==> src/rtl/bus_setup_params.svh <==
// constants for the bus setup and self-test control block
// assumes inclusion by the instrument end, the sequencer, the checker and the testbench
`ifndef BUS_SETUP_PARAMS_SVH
`define BUS_SETUP_PARAMS_SVH
`define ADDR_MAX        5'h1E
`define MODULE_COUNT    6'h3F
`define STB_INTERNAL    8'h61
`define STB_OP_COMPLETE 8'h42
`define KEY_MODE        4'h4
`define KEY_TERM        4'h5
`define KEY_ADDR        4'h6
`define CFG_RESET_MODE  2'h0
`define CFG_RESET_TERM  1'h1
`define CFG_RESET_ADDR  5'h00
`endif

==> src/rtl/bus_setup_pkg.sv <==
// types shared by the keypad end, the controller end and the link
// assumes no surroundings beyond the compiler
package bus_setup_pkg;
	typedef enum logic [1:0] {
		MODE_OFF_BUS,
		MODE_TALK_ONLY,
		MODE_LISTEN_ONLY,
		MODE_TALK_LISTEN
	} bus_mode_t;
	typedef enum logic [1:0] {
		EDIT_NONE,
		EDIT_MODE,
		EDIT_TERM,
		EDIT_ADDR
	} edit_field_t;
	typedef enum logic [2:0] {
		TCMD_NONE,
		TCMD_START,
		TCMD_TEST,
		TCMD_RESUME,
		TCMD_ABORT,
		TCMD_EVENT_QUERY
	} test_cmd_t;
endpackage

==> src/rtl/bus_link_if.sv <==
// link between the instrument end and the bus controller end
// assumes one shared clock; wired-bus details reduced to a strobed command
// and a status byte with its service request level
`timescale 1ns/1ns
interface bus_link_if;
	import bus_setup_pkg::*;
	logic        cmd_valid;
	test_cmd_t   cmd;
	logic        srq;
	logic [7:0]  status_byte;
	logic [5:0]  event_module;
	logic        event_valid;
	modport device (
		input  cmd_valid, cmd,
		output srq, status_byte, event_module, event_valid
	);
	modport controller (
		output cmd_valid, cmd,
		input  srq, status_byte, event_module, event_valid
	);
endinterface

==> src/rtl/selftest_seq.sv <==
// self-test sequencer stepping through the circuit modules
// assumes module pass/fail comes from the instrument on the same clock
`timescale 1ns/1ns
`include "bus_setup_params.svh"
module selftest_seq (
	// clock, reset, enable
	input  wire logic                  mclk_in,
	input  wire logic                  rst_in,
	input  wire logic                  ce_in,
	// commands
	input  wire logic                  start_in,
	input  wire logic                  resume_in,
	input  wire logic                  abort_in,
	// module under test
	input  wire logic                  fault_in,
	output logic      [5:0]            module_out,
	// state
	output logic                       running_out,
	output logic                       halted_out,
	output logic                       done_out,
	output logic                       fault_event_out
);
	typedef enum logic [1:0] {
		ST_IDLE,
		ST_RUN,
		ST_HALT
	} st_state_t;
	st_state_t  state_reg;
	logic [5:0] module_reg;

	always_ff @(posedge mclk_in) begin
		if (rst_in) begin
			state_reg       <= ST_RUN;
			module_reg      <= 6'h00;
			done_out        <= 1'b0;
			fault_event_out <= 1'b0;
		end else if (ce_in) begin
			done_out        <= 1'b0;
			fault_event_out <= 1'b0;
			unique case (state_reg)
				ST_IDLE: begin
					if (start_in) begin
						state_reg  <= ST_RUN;
						module_reg <= 6'h00;
					end
				end
				ST_RUN: begin
					if (fault_in) begin
						state_reg       <= ST_HALT;
						fault_event_out <= 1'b1;
					end else if (module_reg == `MODULE_COUNT - 6'h01) begin
						state_reg <= ST_IDLE;
						done_out  <= 1'b1;
					end else begin
						module_reg <= module_reg + 6'h01;
					end
				end
				ST_HALT: begin
					if (resume_in) begin
						if (module_reg == `MODULE_COUNT - 6'h01) begin
							state_reg <= ST_IDLE;
							done_out  <= 1'b1;
						end else begin
							state_reg  <= ST_RUN;
							module_reg <= module_reg + 6'h01;
						end
					end else if (abort_in) begin
						state_reg <= ST_IDLE;
						done_out  <= 1'b1;
					end
				end
			endcase
		end
	end

	assign module_out  = module_reg;
	assign running_out = (state_reg == ST_RUN);
	assign halted_out  = (state_reg == ST_HALT);
endmodule

==> src/rtl/bus_setup_device.sv <==
// instrument end: keypad bus setup selection and power-up self-test
// assumes keypad presses arrive as one-cycle pulses from a debouncer on
// mclk_in; nonvolatile storage is outside and loaded through nv_* ports
`timescale 1ns/1ns
`include "bus_setup_params.svh"
module bus_setup_device (
	// clock, reset, enable
	input  wire logic                    mclk_in,
	input  wire logic                    rst_in,
	input  wire logic                    ce_in,
	// keypad and remote state
	input  wire logic                    menu_toggle_key_in,
	input  wire logic [3:0]              key_in,
	input  wire logic                    key_valid_in,
	input  wire logic                    remote_lockout_in,
	// nonvolatile storage
	input  wire bus_setup_pkg::bus_mode_t nv_mode_in,
	input  wire logic                    nv_term_in,
	input  wire logic [4:0]              nv_addr_in,
	output logic                         nv_write_out,
	// self-test module result
	input  wire logic                    fault_in,
	output logic                         wave_mem_init_out,
	output logic                         panel_restore_out,
	// display
	output logic                         menu_active_out,
	output logic                         menu_lamp_out,
	output logic                         ident_msg_out,
	output logic                         rejected_update_prompt_out,
	output bus_setup_pkg::edit_field_t   edit_field_out,
	output logic                         prompt_blink_out,
	output bus_setup_pkg::bus_mode_t     show_mode_out,
	output logic                         show_term_out,
	output logic [4:0]                   show_addr_out,
	// active configuration
	output bus_setup_pkg::bus_mode_t     mode_out,
	output logic                         term_lf_out,
	output logic [4:0]                   addr_out,
	// link
	bus_link_if.device                   link
);
	import bus_setup_pkg::*;

	logic        menu_reg;
	edit_field_t edit_reg;
	bus_mode_t   mode_reg, mode_next, pend_mode_reg;
	logic        term_reg, pend_term_reg;
	logic [4:0]  addr_reg, pend_addr_reg;
	logic        loaded_reg;
	logic        st_start, st_resume, st_abort;
	logic        st_halted, st_done, st_fault;
	logic [5:0]  st_module;

	function automatic logic [4:0] addr_step(input logic [4:0] a);
		addr_step = (a >= `ADDR_MAX) ? 5'h00 : a + 5'h01;
	endfunction

	assign st_start  = link.cmd_valid && (link.cmd == TCMD_START || link.cmd == TCMD_TEST);
	assign st_resume = link.cmd_valid && link.cmd == TCMD_RESUME;
	assign st_abort  = link.cmd_valid && link.cmd == TCMD_ABORT && st_halted;

	selftest_seq u_seq (
		.mclk_in         (mclk_in),
		.rst_in          (rst_in),
		.ce_in           (ce_in),
		.start_in        (st_start),
		.resume_in       (st_resume),
		.abort_in        (st_abort),
		.fault_in        (fault_in),
		.module_out      (st_module),
		.running_out     (),
		.halted_out      (st_halted),
		.done_out        (st_done),
		.fault_event_out (st_fault)
	);

	// menu open and close
	always_ff @(posedge mclk_in) begin
		if (rst_in) begin
			menu_reg <= 1'b0;
			edit_reg <= EDIT_NONE;
			rejected_update_prompt_out <= 1'b0;
		end else if (ce_in) begin
			if (menu_toggle_key_in) begin
				menu_reg <= !menu_reg;
				edit_reg <= EDIT_NONE;
				rejected_update_prompt_out <= menu_reg && remote_lockout_in;
			end else if (menu_reg && key_valid_in) begin
				unique case (key_in)
					`KEY_MODE: edit_reg <= EDIT_MODE;
					`KEY_TERM: edit_reg <= EDIT_TERM;
					`KEY_ADDR: edit_reg <= EDIT_ADDR;
					default:   edit_reg <= edit_reg;
				endcase
			end
		end
	end

	always_ff @(posedge mclk_in) begin
		if (rst_in) begin
			pend_mode_reg <= MODE_OFF_BUS;
			pend_term_reg <= `CFG_RESET_TERM;
			pend_addr_reg <= `CFG_RESET_ADDR;
		end else if (ce_in) begin
			if (!menu_reg) begin
				pend_mode_reg <= mode_reg;
				pend_term_reg <= term_reg;
				pend_addr_reg <= addr_reg;
			end else if (key_valid_in && !menu_toggle_key_in) begin
				if (key_in == `KEY_MODE && edit_reg == EDIT_MODE)
					pend_mode_reg <= bus_mode_t'(pend_mode_reg + 2'h1);
				if (key_in == `KEY_TERM && edit_reg == EDIT_TERM)
					pend_term_reg <= !pend_term_reg;
				if (key_in == `KEY_ADDR && edit_reg == EDIT_ADDR)
					pend_addr_reg <= addr_step(pend_addr_reg);
			end
		end
	end

	always_comb begin
		mode_next = mode_reg;
		if (!loaded_reg)
			mode_next = nv_mode_in;
		else if (menu_reg && menu_toggle_key_in && !remote_lockout_in)
			mode_next = pend_mode_reg;
	end

	always_ff @(posedge mclk_in) begin
		if (rst_in) begin
			loaded_reg   <= 1'b0;
			mode_reg     <= MODE_OFF_BUS;
			term_reg     <= `CFG_RESET_TERM;
			addr_reg     <= `CFG_RESET_ADDR;
			nv_write_out <= 1'b0;
		end else if (ce_in) begin
			loaded_reg   <= 1'b1;
			mode_reg     <= mode_next;
			nv_write_out <= 1'b0;
			if (!loaded_reg) begin
				term_reg <= nv_term_in;
				addr_reg <= nv_addr_in;
			end else if (menu_reg && menu_toggle_key_in && !remote_lockout_in) begin
				term_reg     <= pend_term_reg;
				addr_reg     <= pend_addr_reg;
				nv_write_out <= 1'b1;
			end
		end
	end

	// display and config outputs
	always_ff @(posedge mclk_in) begin
		if (rst_in) begin
			menu_active_out  <= 1'b0;
			menu_lamp_out    <= 1'b0;
			ident_msg_out    <= 1'b0;
			edit_field_out   <= EDIT_NONE;
			prompt_blink_out <= 1'b0;
			show_mode_out    <= MODE_OFF_BUS;
			show_term_out    <= 1'b0;
			show_addr_out    <= 5'h00;
			mode_out         <= MODE_OFF_BUS;
			term_lf_out      <= 1'b0;
			addr_out         <= 5'h00;
		end else if (ce_in) begin
			menu_active_out  <= menu_reg;
			menu_lamp_out    <= menu_reg;
			ident_msg_out    <= menu_reg;
			edit_field_out   <= edit_reg;
			prompt_blink_out <= menu_reg && edit_reg != EDIT_NONE;
			show_mode_out    <= pend_mode_reg;
			show_term_out    <= pend_term_reg;
			show_addr_out    <= pend_addr_reg;
			mode_out         <= mode_reg;
			term_lf_out      <= term_reg;
			addr_out         <= addr_reg;
		end
	end

	// service request and event reporting
	always_ff @(posedge mclk_in) begin
		if (rst_in) begin
			link.srq          <= 1'b0;
			link.status_byte  <= 8'h00;
			link.event_module <= 6'h00;
			link.event_valid  <= 1'b0;
			wave_mem_init_out <= 1'b0;
			panel_restore_out <= 1'b0;
		end else if (ce_in) begin
			wave_mem_init_out <= st_done;
			panel_restore_out <= st_done;
			link.event_valid  <= 1'b0;
			if (st_fault) begin
				link.srq         <= 1'b1;
				link.status_byte <= `STB_INTERNAL;
			end else if (st_done) begin
				link.srq         <= 1'b1;
				link.status_byte <= `STB_OP_COMPLETE;
			end else if (link.cmd_valid && link.cmd == TCMD_EVENT_QUERY) begin
				link.srq          <= 1'b0;
				link.event_module <= st_module;
				link.event_valid  <= st_halted;
			end
		end
	end
endmodule

==> src/flat_wrapper.sv <==
// flat-port wrapper written by rule: the top's interface ports become plain ports
module bus_setup_device_flat import bus_setup_pkg::*;
  (mclk_in, rst_in, ce_in, menu_toggle_key_in, key_in, key_valid_in, remote_lockout_in, nv_mode_in, nv_term_in, nv_addr_in, nv_write_out, fault_in, wave_mem_init_out, panel_restore_out, menu_active_out, menu_lamp_out, ident_msg_out, rejected_update_prompt_out, edit_field_out, prompt_blink_out, show_mode_out, show_term_out, show_addr_out, mode_out, term_lf_out, addr_out, link_cmd_valid, link_cmd, link_srq, link_status_byte, link_event_module, link_event_valid);
  bus_link_if link_i ();
  input  wire logic mclk_in;
  input  wire logic rst_in;
  input  wire logic ce_in;
  input  wire logic menu_toggle_key_in;
  input  wire logic [3:0] key_in;
  input  wire logic key_valid_in;
  input  wire logic remote_lockout_in;
  input  wire bus_setup_pkg::bus_mode_t nv_mode_in;
  input  wire logic nv_term_in;
  input  wire logic [4:0] nv_addr_in;
  output logic nv_write_out;
  input  wire logic fault_in;
  output logic wave_mem_init_out;
  output logic panel_restore_out;
  output logic menu_active_out;
  output logic menu_lamp_out;
  output logic ident_msg_out;
  output logic rejected_update_prompt_out;
  output bus_setup_pkg::edit_field_t edit_field_out;
  output logic prompt_blink_out;
  output bus_setup_pkg::bus_mode_t show_mode_out;
  output logic show_term_out;
  output logic [4:0] show_addr_out;
  output bus_setup_pkg::bus_mode_t mode_out;
  output logic term_lf_out;
  output logic [4:0] addr_out;
  input wire logic [$bits(link_i.cmd_valid)-1:0] link_cmd_valid;
  input wire logic [$bits(link_i.cmd)-1:0] link_cmd;
  output wire logic [$bits(link_i.srq)-1:0] link_srq;
  output wire logic [$bits(link_i.status_byte)-1:0] link_status_byte;
  output wire logic [$bits(link_i.event_module)-1:0] link_event_module;
  output wire logic [$bits(link_i.event_valid)-1:0] link_event_valid;
  assign link_i.cmd_valid = link_cmd_valid;
  assign link_i.cmd = link_cmd;
  assign link_srq = link_i.srq;
  assign link_status_byte = link_i.status_byte;
  assign link_event_module = link_i.event_module;
  assign link_event_valid = link_i.event_valid;
  bus_setup_device u_core (.mclk_in(mclk_in), .rst_in(rst_in), .ce_in(ce_in), .menu_toggle_key_in(menu_toggle_key_in), .key_in(key_in), .key_valid_in(key_valid_in), .remote_lockout_in(remote_lockout_in), .nv_mode_in(nv_mode_in), .nv_term_in(nv_term_in), .nv_addr_in(nv_addr_in), .nv_write_out(nv_write_out), .fault_in(fault_in), .wave_mem_init_out(wave_mem_init_out), .panel_restore_out(panel_restore_out), .menu_active_out(menu_active_out), .menu_lamp_out(menu_lamp_out), .ident_msg_out(ident_msg_out), .rejected_update_prompt_out(rejected_update_prompt_out), .edit_field_out(edit_field_out), .prompt_blink_out(prompt_blink_out), .show_mode_out(show_mode_out), .show_term_out(show_term_out), .show_addr_out(show_addr_out), .mode_out(mode_out), .term_lf_out(term_lf_out), .addr_out(addr_out), .link(link_i));
endmodule
==> config.mk <==
export PLATFORM = sky130hd
export DESIGN_NAME = bus_setup_device_flat
export DESIGN_NICKNAME = d
export VERILOG_FILES = /design/src/rtl/bus_setup_pkg.sv /design/src/rtl/bus_link_if.sv /design/src/rtl/selftest_seq.sv /design/src/rtl/bus_setup_device.sv /design/src/flat_wrapper.sv
export VERILOG_INCLUDE_DIRS = /design/src /design/src/rtl
export SDC_FILE = /design/constraint.sdc
export NUM_CORES = 1
export LEC_CHECK = 0
export BUFFER_PORTS_ARGS = -buffer_cell sky130_fd_sc_hd__buf_2
export CORE_AREA = 2 2 82 84
export CTS_CLUSTER_SIZE = 30
export DETAILED_ROUTE_END_ITERATION = 10
export DIE_AREA = 0 0 84 86
export PLACE_DENSITY = 0.76
export SKIP_LAST_GASP = 1
export SYNTH_ARGS = -nofsm -noshare
export SYNTH_HDL_FRONTEND = slang
export SYNTH_HIERARCHICAL = 1
export SYNTH_SLANG_ARGS = --single-unit
==> constraint.sdc <==
create_clock -name mclk_in -period 2.65 [get_ports mclk_in]
set_input_delay 0.265 -clock mclk_in [delete_from_list [all_inputs] [get_ports mclk_in]]
set_output_delay 0.265 -clock mclk_in [all_outputs]
set_load 0.005 [all_outputs]
==> run metrics <==
status finished, final reports clean; Slew HR a little under three fifths; number of enable flip-flop cells after synthesis 0; Worst EP arrival approximately 2100 ps; yosys warns 6; first-pass GRT wire length 11400 µm; Root Buffer clkbuf_8; Worst Tran Pin Value 644.3 ps; GRT Overall Usage roughly 19%; die area approximately 7200 µm²; reg-to-reg critical path startpoint u_core/u_seq/state_reg[0]; post-DP HPWL ~4600 µm; slowest CP cell and4_1; sequential area share after synthesis about two fifths; RR Endpoint u_core/u_seq/module_out[1]; MaxCap Viol Count 0; GPL Wtd Cong about 0.85; post-CTS sizing 0; DRT Wirelength approximately 6700 µm; area grow syn2layout 18.08%; largest net degree at the start of global routing 35; post-DR vias/cell about 5.5; initial core utilization approximately 49%; Req. time, crit path 2860 ps; 1st-iter DRT viols ~130; GRT overflow 0; CTS clock-pin slew for the worst setup and hold paths 70 ps; I/O pins 65; grt met3 use 6.256%; area of the core ~6300 µm²; met1 Use GR a little under a quarter; Antenna diodes 0; nature of the critical path endpoint flop; Chip Width between 80 and 90 µm; Worst Hold End u_core/rejected_update_prompt_out; cts hold-fix bufs 0; RSZ-0062 raised after global routing no; most frequent cells in the layout dfxtp_1, buf_2, nor2_1; Num CTS Buffers 9; CTS tree done; worst-path maximum fanout 11; family with the most delay on the worst path simple AND/OR/NAND/NOR gates; r2r worst-path depth 6; Initial DRT Pass Iterations 4; layout cells sized above 1 23.32%; drt drc 0; hold wc startpoint remote_lockout_in; # Post-CTS Setup Buffers 0; leakage power ~1.5 nW; CTS Sinks 64; Worst Path Buf+Inv 1; input/output buffers 60; Die Y-Extent around 86 µm; Via Count ~2500; Tcrit/Tclk final between 60 and 70%; main flop type after synthesis dfxtp_1; Setup-failing EPs final 0; worst clock skew around 9.4 ps; Hold Fails Final Rpt 0; Max Freq about 540 MHz; Critical Path Start Type flop; std cell rows 29; htree depth 3; Fill cells 580; Setup Total Neg Slack 0 ps; clk_lat worst skew ~340 ps; post-layout min period ~1800 ps; met2 Track Usage GR 33.60%; initial antenna violation count 0; vias in the first global route 2475; Final Max Slew Viols 0; hold-critical path depth 3; clk buf depth 2; Cells after Synth roughly 330; Final Net Count about 410; reg2reg setup slack between 800 and 900 ps; Routed WL per cell 14.42 µm; CP max stage delay approximately 460 ps; synthesized area 3058 µm²; share of synthesized registers carrying an async set or reset 0%; Routed Antenna Nets 0; Synth Register Bits 64; Power per Cell Area a little under 700 nW/µm²; mean post-synth cell area roughly 9.3 µm²; Placed Area around 3400 µm²; CP Cell Sequence inv_1 -> ha_1 -> nand2b_1 -> and4_1 -> a21boi_0 -> o32ai_1; final instance area ~3600 µm²; most common cell after layout, fill and taps aside dfxtp_1; unique cell type count in the Yosys netlist 61; Max IR drop VDD approximately 0.00047 V; gr busiest metal met2; Hold Crit Class primary input to flop; Crit Path Category flop to flop
[area by class of cell]
| type | instances | area, µm² | share of cell area [%] |
|---|---|---|---|
| multi-input cells | 230 | 1602 | 44.35 |
| flip-flops and latches | 64 | 1281 | 35.48 |
| repair buffers | 65 | 337.8 | 9.356 |
| clock buffers | 10 | 137.6 | 3.812 |
| clock inverters | 6 | 115.1 | 3.188 |
| well taps | 77 | 96.34 | 2.668 |
| inverters | 11 | 41.29 | 1.143 |
[power breakdown]
part	internal (mW)	switching, mW
Clock	0.655	0.395
Sequential	1.01	0.0535
Combinational	0.138	0.177
[metal layers]
metal,share of wire [%],wire length (µm)
met5,0,0
met4,0.97,65
met3,5.7,379
met2,50,3310
met1,44,2920
[tightest hold or removal path, cell delays in order]
cell and delay [ps]:
buf_2 100, nand4_1 80, a21oi_1 60
[worst max-delay path by stage]
stage | slack (ps) | endpoint | cells past startpoint | from
final | 800 | u_core/u_seq/module_out[1] | 6 | u_core/u_seq/state_reg[0]
after global routing | 690 | u_core/u_seq/module_out[1] | 6 | u_core/u_seq/state_reg[0]
after CTS | 820 | u_core/u_seq/module_out[1] | 6 | u_core/u_seq/state_reg[0]
after detailed placement | 810 | u_core/u_seq/module_out[1] | 6 | link_cmd[2]
after global placement | 880 | u_core/u_seq/module_out[1] | 6 | link_cmd[2]
after floorplan | 1070 | u_core/u_seq/state_reg[1] | 6 | u_core/u_seq/state_reg[0]
[cell families (layout without fill, tap and decap cells)]
logic type | count (synthesis) | in the layout | synth area share [%]
DFF | 64 | 64 | 41.90
other | 1 | 4 | 0.1226
buffers and inverters | 37 | 92 | 6.097
and+or+nand+nor | 103 | 103 | 18.25
AOI/OAI and AO/OA | 75 | 75 | 17.51
muxes | 36 | 36 | 11.82
xor gates and xnor gates | 5 | 5 | 1.432
adders and majority gates | 7 | 7 | 2.864
[per-stage QoR]
step	utilization (%)	hold WS [ps]	instances	power, mW	setup WS, ps
3_3_place_gp	53.50	436.2	447	1.390	876.3
4_1_cts	57.52	207.0	463	2.447	816.9
5_1_grt	57.52	224.1	463	2.537	685.8
6_report	57.52	220.1	463	2.430	803.9
2_1_floorplan	-	412.5	331	1.313	1067
3_5_place_dp	53.50	441.4	447	1.399	812.4
[synth_stat cells, drive strengths merged, types with 4 or more instances]
master / count / area (µm²)
ha: 7 / 87.58
inv: 11 / 41.29
nand4: 5 / 31.28
a2bb2oi: 4 / 35.03
mux2i: 35 / 350.3
nor2b: 4 / 25.02
nand3: 7 / 35.03
a21oi: 19 / 95.09
a211oi: 16 / 120.1
buf: 19 / 118.9
nor3b: 4 / 41.29
clkbuf: 7 / 26.28
nand2: 14 / 52.55
o21ai: 7 / 35.03
nand2b: 11 / 76.32
nor2: 42 / 157.7
dfxtp: 64 / 1281
Note: power is estimated with default switching activity, not from simulation.
